--- src/pllrs_pkg.sv ---
// constants, types and register map of the reference switch and divider block
//
// Functional notes
// - two secondary falls without primary edge: missing
// - move to secondary on next secondary rise
// - revert after four primary rises, unless interrupted
// - no-revert holds secondary until manual primary
// - automatic mode re-enabled once primary reselected
// - manual switch needs toggling target or deglitch-off
// - switch only at target rising edge
// - all reference buffers off after reset
// - power down receivers with loop or bits
// - differential mode powers down single-ended buffers
// - two-bit charge pump mode selects four modes
// - three-bit pump current code, eight steps
// - two-bit antibacklash width field
// - fourteen-bit reference divider over two bytes
// - reference divide of zero or one divides one
// - reference divider reset: own, shared, sync
// - feedback division is P times B plus A
// - prescaler field: fixed 1/2/3 or dual modulus
// - fixed divide modes ignore the A count
// - B three or more or bypassed; A=0 true zero; the code takes any B, B_MIN is not checked
// - B bypassed: division equals prescaler alone
// - A/B own and shared reset, not self-clearing
// - sync pin resets R, A, B when enabled
package pllrs_pkg;
    // ************************************
    // register indices, byte address = index * 4
    // ************************************
    localparam logic [7:0] IDX_PLL_CTRL = 8'h10;
    localparam logic [7:0] IDX_R_LO     = 8'h11;
    localparam logic [7:0] IDX_R_HI     = 8'h12;
    localparam logic [7:0] IDX_A_CNT    = 8'h13;
    localparam logic [7:0] IDX_B_LO     = 8'h14;
    localparam logic [7:0] IDX_B_HI     = 8'h15;
    localparam logic [7:0] IDX_PRESC    = 8'h16;
    localparam logic [7:0] IDX_PFD      = 8'h17;
    localparam logic [7:0] IDX_SYNC     = 8'h19;
    localparam logic [7:0] IDX_REF_CTRL = 8'h1C;
    localparam logic [7:0] IDX_STATUS   = 8'h1F;
    // ************************************
    // field positions
    // ************************************
    localparam int PWR_LSB    = 0;
    localparam int CPM_LSB    = 2;
    localparam int CPI_LSB    = 4;
    localparam int PRE_LSB    = 0;
    localparam int BYP_BIT    = 3;
    localparam int RRST_BIT   = 4;
    localparam int ABRST_BIT  = 5;
    localparam int ALLRST_BIT = 6;
    localparam int ABL_LSB    = 0;
    localparam int SYNC_LSB   = 6;
    localparam int DIFF_BIT   = 0;
    localparam int PEN_BIT    = 1;
    localparam int SEN_BIT    = 2;
    localparam int NOREV_BIT  = 3;
    localparam int AUTO_BIT   = 4;
    localparam int MSEL_BIT   = 5;
    localparam int PINSEL_BIT = 6;
    localparam int DGDIS_BIT  = 7;
    // ************************************
    // reset values and codes
    // ************************************
    localparam logic [7:0] RST_PLL_CTRL = 8'h01;
    localparam logic [7:0] RST_ZERO     = 8'h00;
    localparam logic [1:0] PWR_NORMAL   = 2'h0;
    localparam logic [1:0] SYNC_OFF     = 2'h0;
    localparam int         MISS_FALLS   = 2;
    localparam int         BACK_RISES   = 4;
    localparam int         B_MIN        = 3;
    localparam int         N_W          = 19;

    typedef enum logic [1:0] {
        PLLRS_CP_HIZ,
        PLLRS_CP_NORMAL,
        PLLRS_CP_UP,
        PLLRS_CP_DOWN
    } pllrs_cpm_e;

    typedef struct packed {
        pllrs_cpm_e mode;
        logic [2:0] current;
        logic [1:0] antibacklash;
    } pllrs_pump_s;

    typedef struct packed {
        logic diff_rx_on;
        logic primary_on;
        logic secondary_on;
    } pllrs_pwr_s;
endpackage : pllrs_pkg

--- src/pllrs_core.sv ---
// reference switchover, R and N dividers, pump controls and APB registers
//
// Added by the designer: the placing of the registers and the APB slave port.
module pllrs_core (
    input  wire logic                  mclk_in,
    input  wire logic                  reset_in,
    input  wire logic                  ce_in,
    input  wire logic                  psel_in,
    input  wire logic                  penable_in,
    input  wire logic                  pwrite_in,
    input  wire logic [11:0]           paddr_in,
    input  wire logic [31:0]           pwdata_in,
    output logic      [31:0]           prdata_out,
    output logic                       pready_out,
    output logic                       pslverr_out,
    input  wire logic                  primary_reference_in,
    input  wire logic                  secondary_reference_in,
    input  wire logic                  feedback_in,
    input  wire logic                  ref_select_pin_in,
    input  wire logic                  sync_n_in,
    output logic                       pfd_ref_pulse_out,
    output logic                       pfd_fb_pulse_out,
    output logic                       loop_ref_out,
    output logic                       on_secondary_out,
    output pllrs_pkg::pllrs_pump_s     pump_out,
    output pllrs_pkg::pllrs_pwr_s      pwr_out
);
    // ************************************
    // pin synchronisers
    // ************************************
    localparam int NP = 5;
    // sync_n idles high, so the whole chain resets to that level and no false sync follows reset
    localparam logic [NP-1:0] PIN_IDLE = 5'h10;
    logic [NP-1:0] pin_s1_ff, pin_s2_ff, pin_s3_ff, pin_q_ff, pin_prev_ff;
    logic [NP-1:0] nxt_pin_q;
    logic          prim_rise, prim_edge, sec_rise, sec_fall, fb_rise;

    always_ff @(posedge mclk_in) begin
        if (reset_in) begin
            pin_s1_ff <= PIN_IDLE;
            pin_s2_ff <= PIN_IDLE;
            pin_s3_ff <= PIN_IDLE;
        end else if (ce_in) begin
            pin_s1_ff <= {sync_n_in, ref_select_pin_in, feedback_in,
                          secondary_reference_in, primary_reference_in};
            pin_s2_ff <= pin_s1_ff;
            pin_s3_ff <= pin_s2_ff;
        end
    end

    // a level is taken only once stages two and three agree
    always_comb begin
        for (int i = 0; i < NP; i++) begin
            nxt_pin_q[i] = (pin_s2_ff[i] == pin_s3_ff[i]) ? pin_s3_ff[i] : pin_q_ff[i];
        end
    end

    always_ff @(posedge mclk_in) begin
        if (reset_in) begin
            pin_q_ff    <= PIN_IDLE;
            pin_prev_ff <= PIN_IDLE;
        end else if (ce_in) begin
            pin_q_ff    <= nxt_pin_q;
            pin_prev_ff <= pin_q_ff;
        end
    end

    assign prim_rise = pin_q_ff[0] & ~pin_prev_ff[0];
    assign prim_edge = pin_q_ff[0] ^ pin_prev_ff[0];
    assign sec_rise  = pin_q_ff[1] & ~pin_prev_ff[1];
    assign sec_fall  = ~pin_q_ff[1] & pin_prev_ff[1];
    assign fb_rise   = pin_q_ff[2] & ~pin_prev_ff[2];

    // ************************************
    // APB registers
    // ************************************
    logic [7:0] pll_ctrl_ff, r_lo_ff, r_hi_ff, a_ff, b_lo_ff, b_hi_ff;
    logic [7:0] presc_ff, pfd_ff, sync_ff, ref_ctrl_ff, status;
    logic [7:0] idx, rd_byte;
    logic       hit, wr_go;

    assign idx   = paddr_in[9:2];
    assign wr_go = psel_in & penable_in & pready_out & pwrite_in & hit;

    always_comb begin
        hit     = 1'b1;
        rd_byte = 8'h00;
        case (idx)
            pllrs_pkg::IDX_PLL_CTRL: rd_byte = pll_ctrl_ff;
            pllrs_pkg::IDX_R_LO:     rd_byte = r_lo_ff;
            pllrs_pkg::IDX_R_HI:     rd_byte = r_hi_ff;
            pllrs_pkg::IDX_A_CNT:    rd_byte = a_ff;
            pllrs_pkg::IDX_B_LO:     rd_byte = b_lo_ff;
            pllrs_pkg::IDX_B_HI:     rd_byte = b_hi_ff;
            pllrs_pkg::IDX_PRESC:    rd_byte = presc_ff;
            pllrs_pkg::IDX_PFD:      rd_byte = pfd_ff;
            pllrs_pkg::IDX_SYNC:     rd_byte = sync_ff;
            pllrs_pkg::IDX_REF_CTRL: rd_byte = ref_ctrl_ff;
            pllrs_pkg::IDX_STATUS:   rd_byte = status;
            default:                 hit = 1'b0;
        endcase
        if (paddr_in[11:10] != 2'h0 || paddr_in[1:0] != 2'h0) begin
            hit = 1'b0;
        end
    end

    // no wait state: pready and read data are registered in the setup cycle
    always_ff @(posedge mclk_in) begin
        if (reset_in) begin
            pready_out  <= 1'b0;
            pslverr_out <= 1'b0;
            prdata_out  <= 32'h0000_0000;
        end else if (ce_in) begin
            pready_out  <= psel_in & ~penable_in;
            pslverr_out <= psel_in & ~penable_in & ~hit;
            if (psel_in & ~penable_in & ~pwrite_in) begin
                prdata_out <= {24'h00_0000, hit ? rd_byte : 8'h00};
            end
        end
    end

    // buffers all start off, loop starts powered down
    always_ff @(posedge mclk_in) begin
        if (reset_in) begin
            pll_ctrl_ff <= pllrs_pkg::RST_PLL_CTRL;
            r_lo_ff     <= pllrs_pkg::RST_ZERO;
            r_hi_ff     <= pllrs_pkg::RST_ZERO;
            a_ff        <= pllrs_pkg::RST_ZERO;
            b_lo_ff     <= pllrs_pkg::RST_ZERO;
            b_hi_ff     <= pllrs_pkg::RST_ZERO;
            presc_ff    <= pllrs_pkg::RST_ZERO;
            pfd_ff      <= pllrs_pkg::RST_ZERO;
            sync_ff     <= pllrs_pkg::RST_ZERO;
            ref_ctrl_ff <= pllrs_pkg::RST_ZERO;
        end else if (ce_in && wr_go) begin
            case (idx)
                pllrs_pkg::IDX_PLL_CTRL: pll_ctrl_ff <= pwdata_in[7:0];
                pllrs_pkg::IDX_R_LO:     r_lo_ff     <= pwdata_in[7:0];
                pllrs_pkg::IDX_R_HI:     r_hi_ff     <= {2'h0, pwdata_in[5:0]};
                pllrs_pkg::IDX_A_CNT:    a_ff        <= {2'h0, pwdata_in[5:0]};
                pllrs_pkg::IDX_B_LO:     b_lo_ff     <= pwdata_in[7:0];
                pllrs_pkg::IDX_B_HI:     b_hi_ff     <= {3'h0, pwdata_in[4:0]};
                pllrs_pkg::IDX_PRESC:    presc_ff    <= pwdata_in[7:0];
                pllrs_pkg::IDX_PFD:      pfd_ff      <= {6'h00, pwdata_in[1:0]};
                pllrs_pkg::IDX_SYNC:     sync_ff     <= {pwdata_in[7:6], 6'h00};
                pllrs_pkg::IDX_REF_CTRL: ref_ctrl_ff <= pwdata_in[7:0];
                default: ;
            endcase
        end
    end

    // ************************************
    // reference selection
    // ************************************
    logic       auto_mode, no_revert, dg_off, man_sec, pll_on;
    logic [1:0] miss_cnt_ff, back_sec_cnt_ff;
    logic [2:0] back_cnt_ff;
    logic       missing_ff, want_sec_ff, hold_sec_ff, act_sec_ff, target_sec;

    assign auto_mode = ref_ctrl_ff[pllrs_pkg::AUTO_BIT];
    assign no_revert = ref_ctrl_ff[pllrs_pkg::NOREV_BIT];
    assign dg_off    = ref_ctrl_ff[pllrs_pkg::DGDIS_BIT];
    assign man_sec   = ref_ctrl_ff[pllrs_pkg::PINSEL_BIT] ? pin_q_ff[3]
                                                          : ref_ctrl_ff[pllrs_pkg::MSEL_BIT];
    assign pll_on    = pll_ctrl_ff[pllrs_pkg::PWR_LSB +: 2] == pllrs_pkg::PWR_NORMAL;

    // secondary falls since the last primary edge
    always_ff @(posedge mclk_in) begin
        if (reset_in) begin
            miss_cnt_ff <= 2'h0;
            missing_ff  <= 1'b0;
        end else if (ce_in) begin
            if (prim_edge) begin
                miss_cnt_ff <= 2'h0;
                missing_ff  <= 1'b0;
            end else if (sec_fall && miss_cnt_ff != 2'(pllrs_pkg::MISS_FALLS)) begin
                miss_cnt_ff <= miss_cnt_ff + 2'h1;
                if (miss_cnt_ff == 2'(pllrs_pkg::MISS_FALLS - 1)) begin
                    missing_ff <= 1'b1;
                end
            end
        end
    end

    // primary rises counted toward return, cleared by two secondary falls
    always_ff @(posedge mclk_in) begin
        if (reset_in) begin
            back_cnt_ff     <= 3'h0;
            back_sec_cnt_ff <= 2'h0;
        end else if (ce_in) begin
            if (prim_rise) begin
                back_sec_cnt_ff <= 2'h0;
                if (back_cnt_ff != 3'(pllrs_pkg::BACK_RISES)) begin
                    back_cnt_ff <= back_cnt_ff + 3'h1;
                end
            end else if (sec_fall) begin
                if (back_sec_cnt_ff == 2'(pllrs_pkg::MISS_FALLS - 1)) begin
                    back_cnt_ff     <= 3'h0;
                    back_sec_cnt_ff <= 2'h0;
                end else begin
                    back_sec_cnt_ff <= back_sec_cnt_ff + 2'h1;
                end
            end
        end
    end

    // hold_sec latches the no-revert stay; leaving auto on primary frees it
    always_ff @(posedge mclk_in) begin
        if (reset_in) begin
            want_sec_ff <= 1'b0;
            hold_sec_ff <= 1'b0;
        end else if (ce_in) begin
            if (!auto_mode) begin
                want_sec_ff <= man_sec;
                if (!man_sec && !act_sec_ff) begin
                    hold_sec_ff <= 1'b0;
                end
            end else if (missing_ff) begin
                want_sec_ff <= 1'b1;
                hold_sec_ff <= no_revert;
            end else if (back_cnt_ff == 3'(pllrs_pkg::BACK_RISES) && !no_revert && !hold_sec_ff) begin
                want_sec_ff <= 1'b0;
            end
        end
    end

    assign target_sec = auto_mode ? (want_sec_ff | hold_sec_ff) : want_sec_ff;

    // the change is made on the target's rising edge, so no short pulse reaches the loop
    always_ff @(posedge mclk_in) begin
        if (reset_in) begin
            act_sec_ff <= 1'b0;
        end else if (ce_in && target_sec != act_sec_ff) begin
            if (dg_off) begin
                act_sec_ff <= target_sec;
            end else if (target_sec ? sec_rise : prim_rise) begin
                act_sec_ff <= target_sec;
            end
        end
    end

    always_ff @(posedge mclk_in) begin
        if (reset_in) begin
            loop_ref_out     <= 1'b0;
            on_secondary_out <= 1'b0;
        end else if (ce_in) begin
            loop_ref_out     <= act_sec_ff ? pin_q_ff[1] : pin_q_ff[0];
            on_secondary_out <= act_sec_ff;
        end
    end

    assign status = {5'h00, target_sec != act_sec_ff, missing_ff, act_sec_ff};

    // ************************************
    // power and pump controls
    // ************************************
    always_ff @(posedge mclk_in) begin
        if (reset_in) begin
            pwr_out  <= '0;
            pump_out <= '{pllrs_pkg::PLLRS_CP_HIZ, 3'h0, 2'h0};
        end else if (ce_in) begin
            pwr_out.diff_rx_on   <= pll_on & ref_ctrl_ff[pllrs_pkg::DIFF_BIT];
            pwr_out.primary_on   <= pll_on & ~ref_ctrl_ff[pllrs_pkg::DIFF_BIT]
                                    & ref_ctrl_ff[pllrs_pkg::PEN_BIT];
            pwr_out.secondary_on <= pll_on & ~ref_ctrl_ff[pllrs_pkg::DIFF_BIT]
                                    & ref_ctrl_ff[pllrs_pkg::SEN_BIT];
            pump_out.mode         <= pllrs_pkg::pllrs_cpm_e'(pll_ctrl_ff[pllrs_pkg::CPM_LSB +: 2]);
            pump_out.current      <= pll_ctrl_ff[pllrs_pkg::CPI_LSB +: 3];
            pump_out.antibacklash <= pfd_ff[pllrs_pkg::ABL_LSB +: 2];
        end
    end

    // ************************************
    // R and N dividers
    // ************************************
    logic [13:0]          r_set, r_cnt_ff;
    logic [12:0]          b_set;
    logic [pllrs_pkg::N_W-1:0] n_cnt_ff, n_set;
    logic                 sync_rst, r_rst, ab_rst;

    // prescaler code: 0..4 dual modulus 2..32, 5..7 fixed 1..3
    function automatic logic [5:0] presc_p(input logic [2:0] code);
        case (code)
            3'h5:    presc_p = 6'h01;
            3'h6:    presc_p = 6'h02;
            3'h7:    presc_p = 6'h03;
            default: presc_p = 6'(6'h02 << code);
        endcase
    endfunction

    function automatic logic [pllrs_pkg::N_W-1:0] n_total(input logic [2:0] code,
            input logic [12:0] b, input logic [5:0] a, input logic byp);
        logic [pllrs_pkg::N_W-1:0] pb;
        pb = pllrs_pkg::N_W'(presc_p(code)) * pllrs_pkg::N_W'(byp ? 13'h0001 : b);
        if (code >= 3'h5 || byp) begin
            n_total = pb;
        end else begin
            n_total = pb + pllrs_pkg::N_W'(a);
        end
    endfunction

    assign r_set    = {r_hi_ff[5:0], r_lo_ff};
    assign b_set    = {b_hi_ff[4:0], b_lo_ff};
    assign n_set    = n_total(presc_ff[pllrs_pkg::PRE_LSB +: 3], b_set, a_ff[5:0],
                              presc_ff[pllrs_pkg::BYP_BIT]);
    assign sync_rst = (sync_ff[pllrs_pkg::SYNC_LSB +: 2] != pllrs_pkg::SYNC_OFF) & ~pin_q_ff[4];
    assign r_rst    = presc_ff[pllrs_pkg::RRST_BIT] | presc_ff[pllrs_pkg::ALLRST_BIT] | sync_rst;
    assign ab_rst   = presc_ff[pllrs_pkg::ABRST_BIT] | presc_ff[pllrs_pkg::ALLRST_BIT] | sync_rst;

    // one pulse per r_set loop-reference rises; 0 and 1 both give every rise
    always_ff @(posedge mclk_in) begin
        if (reset_in || r_rst) begin
            r_cnt_ff          <= 14'h0000;
            pfd_ref_pulse_out <= 1'b0;
        end else if (ce_in) begin
            pfd_ref_pulse_out <= 1'b0;
            if (act_sec_ff ? sec_rise : prim_rise) begin
                if (r_cnt_ff + 14'h0001 >= r_set) begin
                    r_cnt_ff          <= 14'h0000;
                    pfd_ref_pulse_out <= 1'b1;
                end else begin
                    r_cnt_ff <= r_cnt_ff + 14'h0001;
                end
            end
        end
    end

    always_ff @(posedge mclk_in) begin
        if (reset_in || ab_rst) begin
            n_cnt_ff         <= '0;
            pfd_fb_pulse_out <= 1'b0;
        end else if (ce_in) begin
            pfd_fb_pulse_out <= 1'b0;
            if (fb_rise) begin
                if (n_cnt_ff + 1'b1 >= n_set) begin
                    n_cnt_ff         <= '0;
                    pfd_fb_pulse_out <= 1'b1;
                end else begin
                    n_cnt_ff <= n_cnt_ff + 1'b1;
                end
            end
        end
    end
endmodule // pllrs_core

--- config.mk ---
export PLATFORM = sky130hd
export DESIGN_NAME = pllrs_core
export DESIGN_NICKNAME = d
export VERILOG_FILES = /design/src/pllrs_pkg.sv /design/src/pllrs_core.sv
export SDC_FILE = /design/constraint.sdc
export NUM_CORES = 1
export LEC_CHECK = 0
export CAP_MARGIN = 20
export CELL_PAD_IN_SITES_DETAIL_PLACEMENT = 0
export CELL_PAD_IN_SITES_GLOBAL_PLACEMENT = 1
export CORE_MARGIN = 2
export CORE_UTILIZATION = 44
export DETAILED_ROUTE_END_ITERATION = 10
export DONT_BUFFER_PORTS = 1
export PLACE_DENSITY_LB_ADDON = 0.1
export SLEW_MARGIN = 20
export SYNTH_ARGS = -nofsm -noshare
export SYNTH_HDL_FRONTEND = slang
export SYNTH_SLANG_ARGS = --single-unit
--- constraint.sdc ---
create_clock -name mclk_in -period 6 [get_ports mclk_in]
set_input_delay 0.3 -clock mclk_in [delete_from_list [all_inputs] [get_ports mclk_in]]
set_output_delay 0.3 -clock mclk_in [all_outputs]
set_load 0.01 [all_outputs]
# After elaboration in Yosys (flattened, before gate mapping)
# Index checks and enable logic that the tools add are counted.
[word_totals] out_inout_bits=48 register_bits=152 input_bits=55 elab_cells=199
[classes] bitwise=31 mul=1 muxes=38 magnitude_cmp=3 add_sub_neg=6 eq_ne=28 n_reduce_logical=50 shift=1
[op_table] op="8-bit by 5-bit == test with 1-bit output (second input constant)" count=11
[op_table] op="8-bit case mux with 11 select lines" count=1
[op_table] op="2-bit AND reduction" count=22
[op_table] op="19-bit 2-to-1 mux" count=2
[op_table] op="1-bit 2-to-1 mux" count=22
[op_table] op="19-bit by 1-bit adder with 19-bit output (second input constant)" count=1
[op_table] op="19-bit by 6-bit adder with 19-bit output" count=1
[op_table] op="19-bit >= comparator" count=1
[op_table] op="6-bit by 13-bit multiplier with 19-bit output" count=1
[op_table] op="6-bit case mux with 3 select lines" count=1
[op_table] op="2-bit nonzero test" count=9
[op_table] op="1-bit bitwise AND" count=16
[op_table] op="14-bit by 1-bit adder with 14-bit output (second input constant)" count=1
[op_table] op="14-bit >= comparator" count=1
[op_table] op="14-bit 2-to-1 mux" count=1
[op_table] op="13-bit 2-to-1 mux" count=1
[op_table] op="3-bit == test (second input constant)" count=4
[op_table] op="3-bit 2-to-1 mux" count=4
[op_table] op="11-bit OR reduction" count=1
[op_table] op="2-bit 2-to-1 mux" count=5
[op_table] op="1-bit inverter" count=9
[op_table] op="8-bit 2-to-1 mux" count=1
[op_table] op="1-bit logical AND" count=6
[op_table] op="3-bit AND reduction" count=2
[op_table] op="17 further kinds" count=34

# Depth between registers and ports, before layout
[logic_depth] depth_word=8 depth_mapped=29 depth_no_buf=27

# Worst setup path after synthesis
# Ideal clock, no wire load.
[synth_timing] kind="reg-to-reg" startpoint="reg presc_ff[2]" endpoint="reg n_cnt_ff[13] (netlist bit)" t_required_ns=5.926 setup_ns=0.074 synth_period_minus_slack_ns=6.478 path_buffers=3 t_arrival_ns=6.404 path_stages_with_launch=29 path_slack_ns=-0.478 path_cell_list="dfxtp_1 > clkbuf_1 > or3b_2 > clkbuf_1 > nor2_1 > fa_1 > fa_1 > inv_1 > fa_1 > inv_1 > ha_1 > and3_1 > a221oi_2 > nand4_1 > o311ai_0 > o311ai_1 > nor3_2 > nand2_1 > xor2_1 > ha_1 > nand4_1 > nor4_1 > o21a_1 > o21ai_0 > o2bb2ai_1 > o21a_1 > clkbuf_1 > nand3_1 > a31oi_1"
[synth_between] elab_chain_len=7
[synth_lines] item="start, declared" line_no="pllrs_core.sv:78" rtl="logic [7:0] presc_ff, pfd_ff, sync_ff, ref_ctrl_ff, status;"
[synth_lines] item="start signal, assigned" line_no="pllrs_core.sv:131" rtl="presc_ff <= pllrs_pkg::RST_ZERO;"
[synth_lines] item="start signal, assigned" line_no="pllrs_core.sv:143" rtl="pllrs_pkg::IDX_PRESC: presc_ff <= pwdata_in[7:0];"
[synth_lines] item="2-bit by 3-bit left shift with 6-bit output / 3-bit == test (equally long branches)" line_no="pllrs_core.sv:287, pllrs_core.sv:283"
[synth_lines] item="6-bit case mux with 3 select lines" line_no="pllrs_core.sv:283" rtl="case (code)"
[synth_lines] item="6-bit by 13-bit multiplier with 19-bit output" line_no="pllrs_core.sv:294" rtl="pb = pllrs_pkg::N_W'(presc_p(code)) * pllrs_pkg::N_W'(byp ? 13'h0001 : b);"
[synth_lines] item="19-bit by 6-bit adder with 19-bit output" line_no="pllrs_core.sv:298" rtl="n_total = pb + pllrs_pkg::N_W'(a);"
[synth_lines] item="19-bit 2-to-1 mux *" line_no="pllrs_core.sv:295" rtl="if (code >= 3'h5 || byp) begin"
[synth_lines] item="19-bit >= comparator *" line_no="pllrs_core.sv:335" rtl="if (n_cnt_ff + 1'b1 >= n_set) begin"
[synth_lines] item="19-bit 2-to-1 mux *" line_no="pllrs_core.sv:335"
[synth_lines] item="end signal, assigned" line_no="pllrs_core.sv:339" rtl="n_cnt_ff <= n_cnt_ff + 1'b1;"
[synth_lines] item="end, declared" line_no="pllrs_core.sv:278" rtl="logic [pllrs_pkg::N_W-1:0] n_cnt_ff, n_set;"
# Every way passes the cells marked *; elsewhere a longest branch is shown, timed or not.
# A chain may end at the register's enable or synchronous reset.

# Worst setup path after layout
[layout_timing] startpoint="reg presc_ff[0]" endpoint="reg pfd_fb_pulse_out"
[layout_between] elab_chain_len=8
[layout_lines] item="2-bit by 3-bit left shift with 6-bit output / 3-bit == test (equally long branches)" line_no="pllrs_core.sv:287, pllrs_core.sv:283"
[layout_lines] item="6-bit case mux with 3 select lines" line_no="pllrs_core.sv:283"
[layout_lines] item="6-bit by 13-bit multiplier with 19-bit output" line_no="pllrs_core.sv:294"
[layout_lines] item="19-bit by 6-bit adder with 19-bit output" line_no="pllrs_core.sv:298"
[layout_lines] item="19-bit 2-to-1 mux *" line_no="pllrs_core.sv:295"
[layout_lines] item="19-bit >= comparator *" line_no="pllrs_core.sv:335"
[layout_lines] item="1-bit 2-to-1 mux *" line_no="pllrs_core.sv:335"
[layout_lines] item="1-bit 2-to-1 mux *" line_no="pllrs_core.sv:334" rtl="if (fb_rise) begin"
[layout_lines] item="end signal, assigned" line_no="pllrs_core.sv:331" rtl="pfd_fb_pulse_out <= 1'b0;"
[layout_lines] item="end signal, assigned" line_no="pllrs_core.sv:333" rtl="pfd_fb_pulse_out <= 1'b0;"
[layout_lines] item="end signal, assigned" line_no="pllrs_core.sv:337" rtl="pfd_fb_pulse_out <= 1'b1;"
[layout_lines] item="end, declared" line_no="pllrs_core.sv:22" rtl="output logic pfd_fb_pulse_out,"
# Marked as above.

==> impl_metrics.csv <==
group,metric,value,unit
drt,via_per_inst,5.365,
setup_path,path_class,"reg2reg",
setup_path,r2r-start,"presc_ff[0]",
timing,setup_viol_count_final,20,
synthesis,netlist_instances,1365,
global_route,grt_pass1_vias,9168,
worst_hold_path,min_path_type,"in2reg",
synthesis,syn_area,0.01096,mm²
timing,fin_crit,6.082,ns
synthesis,yosysUniqueCellTypes,68,
setup_path,worstReg2RegEnd,"pfd_fb_pulse_out",
drt,wl_per_cell,16.60,µm
drt,met1Wirelength,13750,µm
status,status,"finished with violations",
drt,drtIter0Drc,597,
power_and_ir_drop,p_seq_share,46.5,%
timing,finalMaxSlewViolations,0,
placement,routabilityCongestion,0.8088,
floorplan,die_w,161.8,µm
power_and_ir_drop,clock_power_share,50.4,%
timing,clock.fmax,164.4,MHz
drt,top_layer,"met4",
setup_path,crit_end,"pfd_fb_pulse_out",
layout,drive_above_1_share,16.31,%
power_and_ir_drop,leakagePower,5.437,nW
cts,htree_levels,4,
drt,dr.pass1.iters,5,
floorplan,die_h,161.8,µm
timing,rsz0062_at_grt,"true",
setup_path,arrival,6.46,ns
placement,dp_cells,1710,
power_and_ir_drop,cellPowerDensity,167.8,mW/mm²
timing,setup_slack,-0.08205,ns
layout,final_area,0.01303,mm²
flow_run,max_cap_viol_count,0,
placement,preCtsSetupSlack,-0.4676,ns
drt,dr_wl_met2,13950,µm
layout,seq_area,0.003055,mm²
floorplan,start_util,44.92,%
power_and_ir_drop,power.internal,0.001600,W
floorplan,rows,57,
synthesis,yosysSeqAreaShare,27.78,%
power_and_ir_drop,p_switching,0.0005847,W
floorplan,io_pins,103,
global_route,grt_first_pass_wirelength,48190,µm
floorplan,core_area,0.02439,mm²
placement,port_buffers,0,
synthesis,synth_edf_count,0,
layout,n_fill_cell,2390,
timing,maxSlewHeadroom,27.96,%
global_route,grt_overflow,0,
cts,insertion_delay,0.44,ns
setup_path,reg2reg_depth,26,
cts,cts_root_buffer,"clkbuf_16",
timing,finalCritPeriodShare,101.4,%
global_route,grt_use_total,22.91,%
drt,num_vias,9501,
floorplan,die_area,0.02618,mm²
synthesis,yosys_warnings,0,
setup_path,crit_required,6.38,ns
power_and_ir_drop,ir_worst_vdd,0.2084,mV
cts,clk_pin_slew,0.08,ns
cts,tritoncts.num_buffers,17,
layout,areaGrowthSynthToFinish,18.89,%
setup_path,r2r_slack,-0.08,ns
cts,clkSinkCount,152,
synthesis,yosys_register_bits,152,
layout,stdcell_count,1771,
drt,drc,0,
synthesis,ys.flop_type,"dfxtp_1",
layout,diodes,0,
synthesis,postSynthAreaPerCell,8.026,µm²
global_route,grt_max_degree,114,
cts,cts_tree,"yes",
timing,final_hold_viol_count,0,
drt,ant_nets,0,
timing,final.setup.tns,-1.181,ns
layout,fin_util,53.40,%
drt,wl_met3,1144,µm
layout,multi_input_area,0.007629,mm²
placement,placed_area,0.01178,mm²
drt,wl,29400,µm
timing,skew,0.01678,ns
setup_path,end_kind,"flip-flop",
power_and_ir_drop,switching_share,26.76,%
placement,hpwlAfterDp,20960,µm
setup_path,crit_fanout,8,
status,violations,"negative setup slack",
power_and_ir_drop,p_comb_share,3.1,%
cts,clockBufferDepth,2,
timing,worst_slew_pin_slew,1.077,ns
layout,fin_nets,1608,
setup_path,cp-start-kind,"flip-flop",
setup_path,startpoint,"presc_ff[0]",
synthesis,ys_async_sr_fraction,0,%
global_route,antenna_found_initial,0,
[synth_stat cells, types with 3 or more instances]
master	count	area share, %
nor2_1	164	5.6
dfxtp_1	152	28
nand2_1	136	4.7
a21oi_1	105	4.8
nand3_1	95	4.3
inv_1	80	2.7
ha_1	73	8.3
clkbuf_1	56	1.9
mux2i_1	49	4.5
fa_1	46	8.4
xnor2_1	39	3.1
o21ai_0	38	1.7
xor2_1	37	3.0
buf_4	25	1.7
a21o_1	23	1.6
a22oi_1	23	1.6
nand2b_1	20	1.1
nor3_1	19	0.87
and3_1	18	1.0
a31oi_1	17	0.97
nand4_1	13	0.74
or2_2	12	0.69
buf_2	11	0.50
nand3b_1	10	0.69
nor2b_1	9	0.51
o211ai_1	7	0.48
a211oi_1	6	0.41
and2_1	5	0.29
nor4_1	5	0.29
o21a_1	5	0.34
and4_1	4	0.32
nor3b_1	4	0.27
a22o_1	3	0.24
a311oi_1	3	0.24
buf_1	3	0.10
mux2_2	3	0.31
nor3_2	3	0.27
o211a_1	3	0.27
o22ai_1	3	0.17
[layout by cell type (no fill, tap or decap), types with 5 or more instances in the layout]
cell type	netlist	routed
a211oi_1	6	6
a21o_1	23	21
a21oi_1	105	99
a21oi_2	1	6
a22oi_1	23	23
a31oi_1	17	17
and2_1	5	5
and3_1	18	15
buf_4	25	101
clkbuf_16	0	18
conb_1	1	24
dfxtp_1	152	148
dlygate4sd3_1	0	15
fa_1	46	44
ha_1	73	65
ha_4	0	7
inv_1	80	76
inv_8	0	7
mux2i_1	49	49
nand2_1	136	133
nand2b_1	20	20
nand3_1	95	91
nand3b_1	10	10
nand4_1	13	13
nor2_1	164	150
nor2_2	0	8
nor2_4	0	6
nor2b_1	9	7
nor3_1	19	17
o211ai_1	7	7
o21ai_0	38	30
o21ai_1	2	6
or2_2	12	8
xnor2_1	39	38
xor2_1	37	35
[per-stage QoR]
step / power [W] / hold WS (ns)
floorplan: 0.001111 / 0.4284
global placement: 0.001081 / 0.3774
detailed placement: 0.001081 / 0.3788
CTS: 0.002202 / 0.00006947
global route: 0.002250 / 0.005323
finish: 0.002185 / 0.01205
[cell families (layout without fill, tap and decap cells)]
kind of cell,count (synthesis),after routing,synth area share (%)
simple gates,531,531,22.94
compound gates,257,257,14.46
buf+inv,177,236,7.184
flops,152,152,27.78
fa+ha+maj,119,119,16.74
xor+xnor,76,76,6.076
mux,52,52,4.785
other cells,1,24,0.03423
[critical path, stage by stage, from the launching register on]
cell and delay, ns:
dfxtp_4 0.36, or3b_4 0.41, or2_4 0.24, fa_1 0.54
fa_1 0.43, fa_1 0.50, inv_2 0.04, ha_4 0.22
a21o_4 0.24, a221oi_4 0.34, nand4_1 0.20, o311ai_4 0.14
o311ai_4 0.16, buf_6 0.15, nor3_4 0.15, nand2_1 0.09
xor2_1 0.15, ha_1 0.31, nand4_1 0.13, nor4_2 0.30
o21a_1 0.15, o21ai_1 0.05, o2bb2ai_1 0.12, o21a_2 0.18
buf_12 0.16, o2bb2ai_2 0.09, nor2b_2 0.16
[metal layers]
metal  vias to the layer above  track usage (%)
met5                         -                0
met4                         0            6.798
met3                        33            3.473
met2                       164            38.20
met1                      4509            30.80
li1                       4795                -
[registers in the layout, summed over array words and instances, names as in the netlist, 5 cells and up]
signal,count
a_ff,6
b_hi_ff,5
b_lo_ff,8
n_cnt_ff,19
pin_q_ff,5
pin_s1_ff,5
pin_s2_ff,5
pin_s3_ff,5
pll_ctrl_ff,8
prdata_out,8
presc_ff,8
pump_out,7
r_cnt_ff,14
r_hi_ff,6
r_lo_ff,8
ref_ctrl_ff,8
[worst min-delay path by stage]
stage                 start           end  slack (ns)  cells past startpoint
6_report       pwdata_in[5]   presc_ff[5]        0.01                      2
4_1_cts        pwdata_in[2]    r_lo_ff[2]     0.00007                      2
3_5_place_dp       reset_in    r_lo_ff[1]        0.38                      1
2_1_floorplan     sync_n_in  pin_s1_ff[4]        0.43                      2
3_3_place_gp       reset_in    r_lo_ff[1]        0.38                      1
5_1_grt        pwdata_in[4]    b_lo_ff[4]       0.005                      2
[layout make-up]
cell class,count,area share [%]
Clock inverter,15,1.297
Sequential cell,152,23.46
Timing Repair Buffer,124,7.992
Inverter,80,2.305
Multi-Input combinational cell,1059,58.57
Clock buffer,17,3.266
Tap cell,324,3.112
[what timing repair did]
| action | 4_1_cts | 5_1_grt |
|---|---|---|
| hold buffers | 16 | 0 |
| endpoints found under the setup margin | 20 | 20 |
| resized for setup | 54 | 37 |
| endpoints found under the hold margin | 115 | 0 |
| pin swaps | 45 | 35 |
| gates cloned | 1 | 0 |
| setup buffers | 9 | 3 |
[power groups by stage]
stage / Combinational (W) / Clock [W] / Sequential [W]
after CTS: 0.0000677 / 0.00112 / 0.00102
after global placement: 0.0000406 / 0 / 0.00104
after detailed placement: 0.0000408 / 0 / 0.00104
after global routing: 0.0000748 / 0.00116 / 0.00102
after floorplan: 0.0000712 / 0 / 0.00104
final: 0.0000688 / 0.00110 / 0.00102
Note: power is estimated with default switching activity, not from simulation.
